<file path="src/pmc_pkg.sv">
package pmc_pkg;

  localparam int N_CELL  = 8;
  localparam int N_IN    = 10;
  localparam int CLK_PIN = 0;
  localparam int DW      = 32;
  localparam int AW      = 4;

  // register indices on the plain port
  localparam logic [AW-1:0] A_CFG    = 4'h0;
  localparam logic [AW-1:0] A_CTRL   = 4'h1;
  localparam logic [AW-1:0] A_SIG_LO = 4'h2;
  localparam logic [AW-1:0] A_SIG_HI = 4'h3;
  localparam logic [AW-1:0] A_STAT   = 4'h4;

  // control and status fields
  localparam int CTRL_SEC   = 0;
  localparam int CTRL_ERASE = 1;
  localparam int CTRL_CKS   = 2;
  localparam int STAT_PD    = 0;
  localparam int STAT_SEC   = 1;
  localparam int STAT_WAKE  = 2;

  localparam logic [DW-1:0] CFG_RST = 32'h0000_0000;
  localparam logic [DW-1:0] SIG_RST = 32'h0000_0000;

  // timing: ref_clk period and power-down figures
  localparam int CLK_PS   = 40000;
  localparam int TPD_PS   = 25000;
  localparam int IDLE_PS  = 2 * TPD_PS;
  localparam int WAKE_PS  = 5000;
  localparam int IDLE_CYC = (IDLE_PS / CLK_PS < 1) ? 1 : IDLE_PS / CLK_PS;
  localparam int WAKE_CYC = (WAKE_PS + CLK_PS - 1) / CLK_PS;

  typedef enum logic [1:0] {
    PMC_CK_PIN,
    PMC_CK_PIN_N,
    PMC_CK_PT,
    PMC_CK_PT_N
  } pmc_cks_t;

  localparam pmc_cks_t CKS_RST = PMC_CK_PIN;

  typedef enum logic [1:0] {
    PMC_ACTIVE,
    PMC_WAKE,
    PMC_SLEEP
  } pmc_pwr_t;

  // one macrocell code: polarity, output type, feedback select, comb feedback
  typedef struct packed {
    logic pol;
    logic otype;
    logic fb_sel;
    logic fb_comb;
  } pmc_cfg_t;

  typedef struct packed {
    logic          wr;
    logic          rd;
    logic [AW-1:0] addr;
    logic [DW-1:0] wdata;
  } pmc_req_t;

endpackage

</file>
<file path="src/pmc_nvm.sv">
`timescale 1ns/1ps
`default_nettype none

module pmc_nvm
  import pmc_pkg::*;
#(
  parameter int WIDTH = DW,
  parameter int DEPTH = 4,
  parameter int IW    = 2
) (
  input  wire logic             ref_clk,
  input  wire logic             rst_n,
  input  wire logic             en,
  input  wire logic             erase,
  input  wire logic             we,
  input  wire logic             re,
  input  wire logic [IW-1:0]    addr,
  input  wire logic [WIDTH-1:0] wdata,
  output logic      [WIDTH-1:0] rdata,
  output logic      [WIDTH-1:0] cfg_word
);

  logic [WIDTH-1:0] mem_q [DEPTH];

  // bulk erase wipes every word, including the signature
  always_ff @(posedge ref_clk or negedge rst_n) begin
    if (!rst_n) begin
      for (int i = 0; i < DEPTH; i++) begin
        mem_q[i] <= SIG_RST;
      end
    end else if (en) begin
      if (erase) begin
        for (int i = 0; i < DEPTH; i++) begin
          mem_q[i] <= SIG_RST;
        end
      end else if (we) begin
        mem_q[addr] <= wdata;
      end
    end
  end

  always_ff @(posedge ref_clk or negedge rst_n) begin
    if (!rst_n) begin
      rdata <= '0;
    end else if (en && re) begin
      rdata <= mem_q[addr];
    end
  end

  assign cfg_word = mem_q[A_CFG[IW-1:0]];

endmodule

`default_nettype wire

</file>
<file path="src/pmc_cell.sv">
`timescale 1ns/1ps
`default_nettype none

module pmc_cell
  import pmc_pkg::*;
(
  input  wire logic     ref_clk,
  input  wire logic     rst_n,
  input  wire logic     en,
  input  wire pmc_cfg_t cfg,
  input  wire logic     sum,
  input  wire logic     ck_edge,
  input  wire logic     preset,
  input  wire logic     clear,
  input  wire logic     pin,
  output logic          fb,
  output logic          out_val
);

  logic q_q;
  logic q_eff;
  logic val;

  // clear beats preset and the clock
  always_ff @(posedge ref_clk or negedge rst_n) begin
    if (!rst_n) begin
      q_q <= 1'b0;
    end else if (en) begin
      if (clear) begin
        q_q <= 1'b0;
      end else if (ck_edge) begin
        q_q <= preset ? 1'b1 : sum;
      end
    end
  end

  // masking keeps clear immediate instead of waiting for an edge
  assign q_eff = q_q & ~clear;

  assign val     = cfg.otype ? sum : q_eff;
  assign out_val = cfg.pol ? val : ~val;

  // register feedback is the inverted flop state
  always_comb begin
    if (cfg.fb_comb) begin
      fb = sum;
    end else if (cfg.fb_sel == cfg.otype) begin
      fb = ~q_eff;
    end else begin
      fb = pin;
    end
  end

  chk_clear_wins: assert property (@(posedge ref_clk) disable iff (!rst_n)
    en && clear |=> !q_q)
    else $error("flop not cleared");

  chk_preset_load: assert property (@(posedge ref_clk) disable iff (!rst_n)
    en && ck_edge && preset && !clear |=> q_q)
    else $error("preset did not load high");

endmodule

`default_nettype wire

</file>
<file path="src/pmc_top.sv">
// The address-and-strobe port and the register addresses are this design's own decisions.
`timescale 1ns/1ps
`default_nettype none
// Overview of operation
// - flop state can feed back to the array for registered or comb outputs
// - flop clock is pin or product-term clock, true or inverted
// - inputs, I/Os and feedback idle two tpd: hold outputs, power down
// - any change while asleep wakes the device until idle again
// - first transition after sleep gets about 5 ns extra delay
// - polarity bit 0 active low, 1 high; type bit 0 registered, 1 comb
// - last feedback bit 1 selects OR-gate feedback, type chosen freely
// - last bit 0: flop feedback if first bit equals type, else pin
// - security bit blocks readback and programming until bulk erase
// - 64-bit signature is stored and readable even while secured
// - flop captures on rising edge; preset loads high at next edge
// - clear forces flop low immediately and overrides preset
// - each I/O drives only while its enable term is true
module pmc_top
  import pmc_pkg::*;
#(
  parameter int IDLE_CYCLES = IDLE_CYC,
  parameter int WAKE_CYCLES = WAKE_CYC
) (
  input  wire logic              ref_clk,
  input  wire logic              rst_n,
  input  wire logic              clk_en,
  input  wire pmc_req_t          bus_req,
  output logic      [DW-1:0]     rd_data,
  input  wire logic [N_IN-1:0]   in_pin,
  input  wire logic [N_CELL-1:0] io_in,
  output logic      [N_CELL-1:0] io_out,
  output logic      [N_CELL-1:0] io_oe,
  input  wire logic [N_CELL-1:0] sum_term,
  input  wire logic [N_CELL-1:0] oe_term,
  input  wire logic              preset_term,
  input  wire logic              clear_term,
  input  wire logic              clk_term,
  output logic      [N_IN-1:0]   in_sync,
  output logic      [N_CELL-1:0] fb_out,
  output logic                   pwr_down
);

  localparam int MW = N_IN + 2 * N_CELL;

  logic [N_IN-1:0]   in_m_q;
  logic [N_IN-1:0]   in_s_q;
  logic [N_CELL-1:0] io_m_q;
  logic [N_CELL-1:0] io_s_q;
  logic [MW-1:0]     mon;
  logic [MW-1:0]     mon_prev_q;
  logic              act;
  pmc_pwr_t          state_q;
  logic [7:0]        idle_q;
  logic [7:0]        wake_q;
  logic              run;
  pmc_cks_t          cks_q;
  logic              ck_src;
  logic              ck_prev_q;
  logic              ck_edge;
  logic [N_CELL-1:0] out_val;
  logic              secure_q;
  logic [DW-1:0]     cfg_word;
  logic [DW-1:0]     nvm_rdata;
  logic [DW-1:0]     loc_q;
  logic              rd_nvm_q;
  logic              rd_mask_q;
  logic              hit_nvm;
  logic              hit_ctrl;
  logic              erase;
  logic              nvm_we;
  logic              nvm_re;

  // pins come from the board, so two stages before use
  always_ff @(posedge ref_clk or negedge rst_n) begin
    if (!rst_n) begin
      in_m_q <= '0;
      in_s_q <= '0;
      io_m_q <= '0;
      io_s_q <= '0;
    end else if (clk_en) begin
      in_m_q <= in_pin;
      in_s_q <= in_m_q;
      io_m_q <= io_in;
      io_s_q <= io_m_q;
    end
  end

  assign in_sync = in_s_q;

  // activity watch covers inputs, clock pin, I/Os and feedback
  assign mon = {in_s_q, io_s_q, fb_out};
  assign act = |(mon ^ mon_prev_q);

  always_ff @(posedge ref_clk or negedge rst_n) begin
    if (!rst_n) begin
      mon_prev_q <= '0;
    end else if (clk_en) begin
      mon_prev_q <= mon;
    end
  end

  always_ff @(posedge ref_clk or negedge rst_n) begin
    if (!rst_n) begin
      state_q <= PMC_ACTIVE;
      idle_q  <= '0;
      wake_q  <= '0;
    end else if (clk_en) begin
      unique case (state_q)
        PMC_ACTIVE: begin
          if (act) begin
            idle_q <= '0;
          end else if (idle_q == 8'(IDLE_CYCLES - 1)) begin
            state_q <= PMC_SLEEP;
            idle_q  <= '0;
          end else begin
            idle_q <= idle_q + 8'h01;
          end
        end
        PMC_SLEEP: begin
          if (act) begin
            state_q <= PMC_WAKE;
            wake_q  <= '0;
          end
        end
        PMC_WAKE: begin
          // the waking edge waits here before it takes effect
          if (wake_q == 8'(WAKE_CYCLES - 1)) begin
            state_q <= PMC_ACTIVE;
          end else begin
            wake_q <= wake_q + 8'h01;
          end
        end
        // the fourth code of the two-bit state is unused; recover to active
        default: begin
          state_q <= PMC_ACTIVE;
        end
      endcase
    end
  end

  assign run      = (state_q == PMC_ACTIVE);
  assign pwr_down = (state_q == PMC_SLEEP);

  always_comb begin
    unique case (cks_q)
      PMC_CK_PIN:   ck_src = in_s_q[CLK_PIN];
      PMC_CK_PIN_N: ck_src = ~in_s_q[CLK_PIN];
      PMC_CK_PT:    ck_src = clk_term;
      PMC_CK_PT_N:  ck_src = ~clk_term;
    endcase
  end

  // previous level only tracks while running, so an edge seen
  // during wake-up is applied once the device is active again
  always_ff @(posedge ref_clk or negedge rst_n) begin
    if (!rst_n) begin
      ck_prev_q <= 1'b0;
    end else if (clk_en && run) begin
      ck_prev_q <= ck_src;
    end
  end

  assign ck_edge = run & ck_src & ~ck_prev_q;

  for (genvar i = 0; i < N_CELL; i++) begin : g_cell
    pmc_cell u_cell (
      .ref_clk (ref_clk),
      .rst_n   (rst_n),
      .en      (clk_en),
      .cfg     (pmc_cfg_t'(cfg_word[4*i +: 4])),
      .sum     (sum_term[i]),
      .ck_edge (ck_edge),
      .preset  (preset_term),
      .clear   (clear_term),
      .pin     (io_s_q[i]),
      .fb      (fb_out[i]),
      .out_val (out_val[i])
    );
  end

  // pins update only while active, so sleep holds them
  always_ff @(posedge ref_clk or negedge rst_n) begin
    if (!rst_n) begin
      io_out <= '0;
      io_oe  <= '0;
    end else if (clk_en && run) begin
      io_out <= out_val;
      io_oe  <= oe_term;
    end
  end

  assign hit_ctrl = (bus_req.addr == A_CTRL);
  assign hit_nvm  = (bus_req.addr == A_CFG) || (bus_req.addr == A_SIG_LO)
                  || (bus_req.addr == A_SIG_HI);
  assign erase    = clk_en && bus_req.wr && hit_ctrl && bus_req.wdata[CTRL_ERASE];
  assign nvm_we   = bus_req.wr && hit_nvm && !secure_q;
  assign nvm_re   = bus_req.rd && hit_nvm;

  // a secured part can only be set more secure or erased
  always_ff @(posedge ref_clk or negedge rst_n) begin
    if (!rst_n) begin
      secure_q <= 1'b0;
      cks_q    <= CKS_RST;
    end else if (clk_en && bus_req.wr && hit_ctrl) begin
      if (bus_req.wdata[CTRL_ERASE]) begin
        secure_q <= 1'b0;
        cks_q    <= CKS_RST;
      end else begin
        if (!secure_q) begin
          cks_q <= pmc_cks_t'(bus_req.wdata[CTRL_CKS +: 2]);
        end
        if (bus_req.wdata[CTRL_SEC]) begin
          secure_q <= 1'b1;
        end
      end
    end
  end

  pmc_nvm u_nvm (
    .ref_clk  (ref_clk),
    .rst_n    (rst_n),
    .en       (clk_en),
    .erase    (erase),
    .we       (nvm_we),
    .re       (nvm_re),
    .addr     (bus_req.addr[1:0]),
    .wdata    (bus_req.wdata),
    .rdata    (nvm_rdata),
    .cfg_word (cfg_word)
  );

  always_ff @(posedge ref_clk or negedge rst_n) begin
    if (!rst_n) begin
      loc_q     <= '0;
      rd_nvm_q  <= 1'b0;
      rd_mask_q <= 1'b0;
    end else if (clk_en) begin
      rd_nvm_q  <= nvm_re;
      // the signature stays readable on a secured part
      rd_mask_q <= bus_req.rd && secure_q && (bus_req.addr == A_CFG);
      loc_q     <= '0;
      if (bus_req.rd && hit_ctrl) begin
        loc_q[CTRL_SEC]        <= secure_q;
        loc_q[CTRL_CKS +: 2]   <= cks_q;
      end else if (bus_req.rd && bus_req.addr == A_STAT) begin
        loc_q[STAT_PD]   <= pwr_down;
        loc_q[STAT_SEC]  <= secure_q;
        loc_q[STAT_WAKE] <= (state_q == PMC_WAKE);
      end
    end
  end

  assign rd_data = rd_mask_q ? '0 : (rd_nvm_q ? nvm_rdata : loc_q);

  chk_sleep_entry: assert property (@(posedge ref_clk) disable iff (!rst_n)
    clk_en && run && !act && idle_q == 8'(IDLE_CYCLES - 1) |=> pwr_down)
    else $error("no power-down after idle time");

  chk_sleep_hold: assert property (@(posedge ref_clk) disable iff (!rst_n)
    pwr_down |=> $stable(io_out) && $stable(io_oe))
    else $error("outputs moved while powered down");

  chk_wake_start: assert property (@(posedge ref_clk) disable iff (!rst_n)
    clk_en && pwr_down && act |=> state_q == PMC_WAKE)
    else $error("transition did not wake device");

  chk_wake_delay: assert property (@(posedge ref_clk) disable iff (!rst_n)
    clk_en && state_q == PMC_WAKE |=> run == ($past(wake_q) == 8'(WAKE_CYCLES - 1)))
    else $error("wake-up delay wrong");

  chk_sec_lock: assert property (@(posedge ref_clk) disable iff (!rst_n)
    clk_en && secure_q && bus_req.wr && bus_req.addr == A_CFG |=> $stable(cfg_word))
    else $error("secured configuration changed");

  chk_sec_read: assert property (@(posedge ref_clk) disable iff (!rst_n)
    clk_en && secure_q && bus_req.rd && bus_req.addr == A_CFG |=> rd_data == '0)
    else $error("secured configuration readable");

  chk_oe_drive: assert property (@(posedge ref_clk) disable iff (!rst_n)
    clk_en && run |=> io_oe == $past(oe_term))
    else $error("enable does not follow its term");

  chk_clk_freeze: assert property (@(posedge ref_clk) disable iff (!rst_n)
    !clk_en |=> $stable(state_q) && $stable(secure_q)
                && $stable(io_out) && $stable(rd_data))
    else $error("state moved with clock enable low");

  chk_wake_block: assert property (@(posedge ref_clk) disable iff (!rst_n)
    clk_en && pwr_down && !act |=> pwr_down)
    else $error("device woke without a transition");

  chk_sig_open: assert property (@(posedge ref_clk) disable iff (!rst_n)
    clk_en && secure_q && bus_req.rd && bus_req.addr == A_SIG_HI |=> rd_data == nvm_rdata)
    else $error("signature masked on secured part");

  cov_sleep: cover property (@(posedge ref_clk) disable iff (!rst_n)
    run ##1 pwr_down ##[1:20] run);
  cov_secure_sig: cover property (@(posedge ref_clk) disable iff (!rst_n)
    secure_q && bus_req.rd && bus_req.addr == A_SIG_HI);
  cov_ck_edge: cover property (@(posedge ref_clk) disable iff (!rst_n)
    ck_edge && cks_q == PMC_CK_PT_N);
  cov_wake: cover property (@(posedge ref_clk) disable iff (!rst_n)
    pwr_down ##1 state_q == PMC_WAKE ##1 run);

endmodule

`default_nettype wire

</file>
<file path="config.mk">
export PLATFORM = sky130hd
export DESIGN_NAME = pmc_top
export DESIGN_NICKNAME = d
export VERILOG_FILES = /design/src/pmc_pkg.sv /design/src/pmc_nvm.sv /design/src/pmc_cell.sv /design/src/pmc_top.sv
export SDC_FILE = /design/constraint.sdc
export NUM_CORES = 1
export LEC_CHECK = 0
export ABC_AREA = 1
export ABC_CLOCK_PERIOD_IN_PS = 2100
export CORE_ASPECT_RATIO = 1.2
export CORE_UTILIZATION = 50
export DETAILED_ROUTE_END_ITERATION = 12
export DONT_BUFFER_PORTS = 1
export SETUP_SLACK_MARGIN = 0.02
export SYNTH_ARGS = -nofsm -noshare
export SYNTH_HDL_FRONTEND = slang
export SYNTH_SLANG_ARGS = --single-unit
</file>
<file path="constraint.sdc">
create_clock -name ref_clk -period 2.1 [get_ports ref_clk]
set_clock_uncertainty 0.1 [all_clocks]
set_input_delay 0.21 -clock ref_clk [delete_from_list [all_inputs] [get_ports ref_clk]]
set_output_delay 0.21 -clock ref_clk [all_outputs]
set_load 0.02 [all_outputs]
</file>
### After elaboration in Yosys (flattened, before gate mapping)

Cells that the tools add are included.

* register bits: 274
* bits of input ports: 78
* output and inout port bits: 67
* word-level logic and storage cells: 207

* $add $sub $neg: 2
* magnitude comparators: 2
* equality and inequality tests: 23
* muxes and demuxes: 86
* bitwise logic cells: 32
* reductions and logical operators: 33

Operator list (count)
* $mux 128: 2
* $mux 32: 5
* $bwmux 128: 1
* $bmux 32 s2: 1
* $demux 32 s2: 1
* $mux 1: 62
* $mux 8: 4
* $reduce_or 26->1: 1
* $xor 26x26->26: 1
* $not 1->1: 20
* $add 8x1->8 const B: 2
* $logic_not 8->1: 2
* $pmux 8 s2: 1
* $logic_and 1x1->1: 13
* $mux 2: 6
* $and 1x1->1: 10
* $reduce_and 2->1: 5
* $eq 1x1->1: 8
* $eq 4x2->1 const B: 2
* $ne 2x2->1 const B: 4
* $reduce_bool 2->1: 4
* $eq 2x2->1 const B: 3
* $pmux 2 s3: 1
* $reduce_and 5->1: 1
* 14 further kinds: 18

### Logic depth before layout (Yosys ltp)

* depth after elaboration: 9
* depth in mapped cells: 16
* gate-level depth less buffers: 16

### Cells and area by module

A second synthesis with hierarchy kept.

* cells, all modules: 2011
* area, all modules: 14428.8 um^2

Modules (own cells, without submodules)
* pmc_nvm: instances 1, cells an instance 1113, area an instance 8151.6 um^2, sequential area each 4003.8 um^2
* pmc_top: instances 1, cells an instance 682, area an instance 5176.2 um^2, sequential area each 2652.5 um^2
* pmc_cell: instances 8, cells an instance 27, area an instance 137.6 um^2, sequential area each 25.0 um^2

### Worst setup path before layout

Ideal clock, no wire load.

* kind: register to register
* start point: register in_s_q[0], in the netlist in_sync[0]
* end point: register wake_q[0]
* library setup time: 118 ps
* arrival: 1602 ps
* required time: 1882 ps
* setup slack: 281 ps
* stages on the path, launching flop included: 15
* buffers on the path: 1
* clock period less this slack: 1819 ps
* cells stage by stage: dfrtp_1 inv_1 nand2_1 nand2_1 nor2_1 nand3_1 nor2_1 nand3_1 nor2_1 nand3_2 nor2_4 a21oi_4 buf_6 nand3_1 nand2_1

* longest elaborated chain between the ends: 4

RTL lines
* start: declaration: line pmc_top.sv:46 `logic [N_IN-1:0] in_s_q;`
* start signal: assignment: line pmc_top.sv:82 `in_s_q <= in_m_q;`
* $xor 26x26->26: line pmc_top.sv:92 `assign act = |(mon ^ mon_prev_q);`
* $reduce_or 26->1: line pmc_top.sv:92
* $ne 2x1->1 (no source line)
* $reduce_and 4->1 (no source line)
* end signal: assignment: line pmc_top.sv:130 `wake_q <= wake_q + 8'h01;`
* end: declaration: line pmc_top.sv:54 `logic [7:0] wake_q;`

Every way passes these cells.
A chain may end at the register's enable or synchronous reset.

### Worst setup path in the final report

* start point: register in_s_q[7], in the netlist in_sync[7]
* end point: register wake_q[1]

The elaborated chain is that of the path after synthesis.

==> results by group <==
Synthesis
  – Yosys top cell area share: 0.544
  – EDFF count, synth: 0
  – Register bit count reported by yosys: roughly 270
  – Yosys warns: 0
  – Commonest cells in the synthesized netlist: nand2_1, dfrtp_1, inv_1
  – Dominant cell type by area after synthesis: dfrtp_1
  – Most frequent cell after synthesis: nand2_1
  – Post-synth ARST share: 1.00
  – Commonest register cell after synthesis: dfrtp_1
  – Synth Instances: 1,527
  – Dominant cells by area after synthesis: dfrtp_1, nand2_1, inv_1
  – Post-Syn Area per Cell: 8.25 µm²
  – Cell Area, Synth: 12,600 µm²
  – Syn_nets: 1,609
  – Post-synthesis cell type count: 39
  – Seq/Total Area, Yosys: 0.544

GRT
  – GRT Resource Usage Total: 0.260
  – Vias in the first global route: 10,100
  – Global-route wire length before repair: 53,500 µm
  – GRT overflow: 0
  – Largest net degree at the start of global routing: 275
  – Antenna violations before repair: 4

Clock tree
  – Clock sink total: 274
  – Clk root buf: clkbuf_16
  – Clock Latency Late Sink: 550 ps
  – Clock-pin slew on the worst setup and hold paths: 60 ps
  – Total CTS buffers: 28
  – CTS Hold Bufs: around 90
  – Clock tree buffer depth: 3
  – # H-tree levels: 1
  – CTS tree: yes

Critical path
  – Crit start category: flop
  – Crit path from: in_sync[7]
  – Crit-path max FO: 8
  – R2r endpoint: wake_q[1]
  – Nature of the critical path endpoint: flop
  – Worst endpoint required time: between 2000 and 2500 ps
  – Worst setup path class: flop to flop
  – Worst reg2reg setup slack: 70 ps
  – Reg2Reg Depth: 14
  – Worst R2R Start: in_sync[7]
  – Worst EP arrival: 2370 ps

Floorplan
  – Die Ht: 176 µm
  – Starting Density: 0.509
  – # rows: 63
  – Ports: 145
  – Die area: 25,900 µm²
  – Core outline area: between 20,000 and 25,000 µm²
  – Die W: 147 µm

Cells and area
  – Layout Cells excl Fill: 1,996
  – Area grow syn2layout: 21.8%
  – Fraction of layout cells with a size suffix above 1: 0.125
  – Final nets: 1,731
  – Final core occ: 0.620

Timing
  – RSZ-0062 raised after global routing: yes
  – Max Transition Viols Final: 0
  – Finish-stage setup viols: 0
  – Relative slew margins: 0.584
  – Final min period: 2030 ps
  – Final Hold Vio Count: roughly 270
  – Worst Max-Slew Pin Slew: 624 ps
  – Post-route setup TNS: 0 ps
  – Max Clock Freq: 0.492 GHz
  – Worst hold slack: -728 ps
  – Period Utilization, post-route: 0.968

Drt
  – Vias: 10,600
  – Post-DR vias/cell: 5.29
  – Wire length on met1: 14,900 µm
  – DRT antenna net count: 0
  – Routed wire length: 34,100 µm
  – DR top layer: met4
  – Met2 wire length: around 16,000 µm
  – Detailed Routing Iterations Pass 1: 5
  – Starting DRT DRC Count: about 790
  – Post-route DRC: 0
  – Routed len/inst: approximately 17 µm
  – Met3 routed WL: between 1500 and 2000 µm

Power and ir drop
  – Total power: ~15,000 µW
  – Power per cell area: 980 nW/µm²
  – Leakage power: 0.00753 µW
  – VDD IR max: 0.640 mV

Worst hold path
  – Hold crit path type: input pin to asynchronous set/reset pin

Placed design
  – Placed cells: 1,842
  – PortBufs: 0
  – Routability cong.: 0.776
  – Detailed Place HPWL: 20,700 µm

Job
  – MaxCap Viol Count: 0

Status
  – Outcome: finished, violations left
  – Failing checks: negative hold slack
## worst max-delay path by stage
stage,endpoint,slack [ps],cells past startpoint
after floorplan,wake_q[0],280,14
after global placement,wake_q[5],50,11
after detailed placement,wake_q[4],8,13
after CTS,wake_q[2],20,15
after global routing,wake_q[1],-80,14
final,wake_q[1],70,14
## layout make-up
cell class / instances / area [µm²]
fillers: 2201 / 9400
flip-flops and latches: 274 / 6860
multi-input cells: 958 / 4720
repair buffers: 170 / 1650
inverters: 217 / 828
clock buffers: 42 / 825
well taps: 325 / 407
clock inverters: 6 / 57.6
diodes: 4 / 10.0
## routing by layer
| layer | global-route usage | vias up |
|---|---|---|
| met5 | 0 | - |
| met4 | 0.0653 | 0 |
| met3 | 0.0432 | 46 |
| met2 | 0.429 | 299 |
| met1 | 0.360 | 5078 |
| li1 | - | 5132 |
## worst max-delay path: stages (launching register included)
cell and delay (ps):
dfrtp_1 370, inv_1 70, nand2_1 60, nand2_1 50, nor2_1 150, nand2_1 90, nor2_1 130, nand3_2 90
nor2_2 130, nand3_2 90, nor2_4 190, a21oi_4 130, buf_6 160, nand3_2 60, nand2_1 60
## kinds of logic (layout without fill, tap and decap cells)
group,count (synthesis),after routing,synth area share
AND/OR/NAND/NOR,668,668,0.219
buffers and inverters,295,435,0.0939
flip-flops,274,274,0.544
AO/OA/AOI/OAI,271,271,0.129
XOR/XNOR,15,15,0.0104
adder cells (fa/ha/maj),4,4,0.00397
other,0,4,0
## state kept, by name, indices dropped and copies added (netlist names), 10 cells and up
name and cells:
u_nvm.mem_q 96, u_nvm.cfg_word 32, u_nvm.rdata 32, mon_prev_q 26
in_m_q 10, in_sync 10
## report_power, final
part	switching (µW)	total [µW]	internal (µW)
clock	2030	4840	2810
combinational	1920	3140	1220
sequential	780	7050	6270
## cells in the final DEF, fill, tap and decap left out, drive strengths merged, types with 12 or more instances in the layout
cell and n:
o21ai 135, xor2 14, nor2 106, a21oi 12, clkbuf 44, o2111ai 32
dlygate4sd3 85, buf 82, nand2 447, or2 17, dfrtp 274, o22ai 70
inv 213, nand3 81
## metrics by stage
stage / worst slack [ps] / instance area [µm²]
after global routing: -82.6 / 15300
after global placement: 53.0 / 13200
after detailed placement: 7.59 / 13200
after CTS: 20.1 / 15000
final: 66.5 / 15400
after floorplan: 281 / 12600
## repair_timing
action,in CTS,in global routing
buffers inserted,2,8
endpoints found under the hold margin,466,274
pin swaps,1,22
endpoints found under the setup margin,8,107
gates resized for setup,0,51
gates cloned,0,3
(Power assumes the default switching activity.)
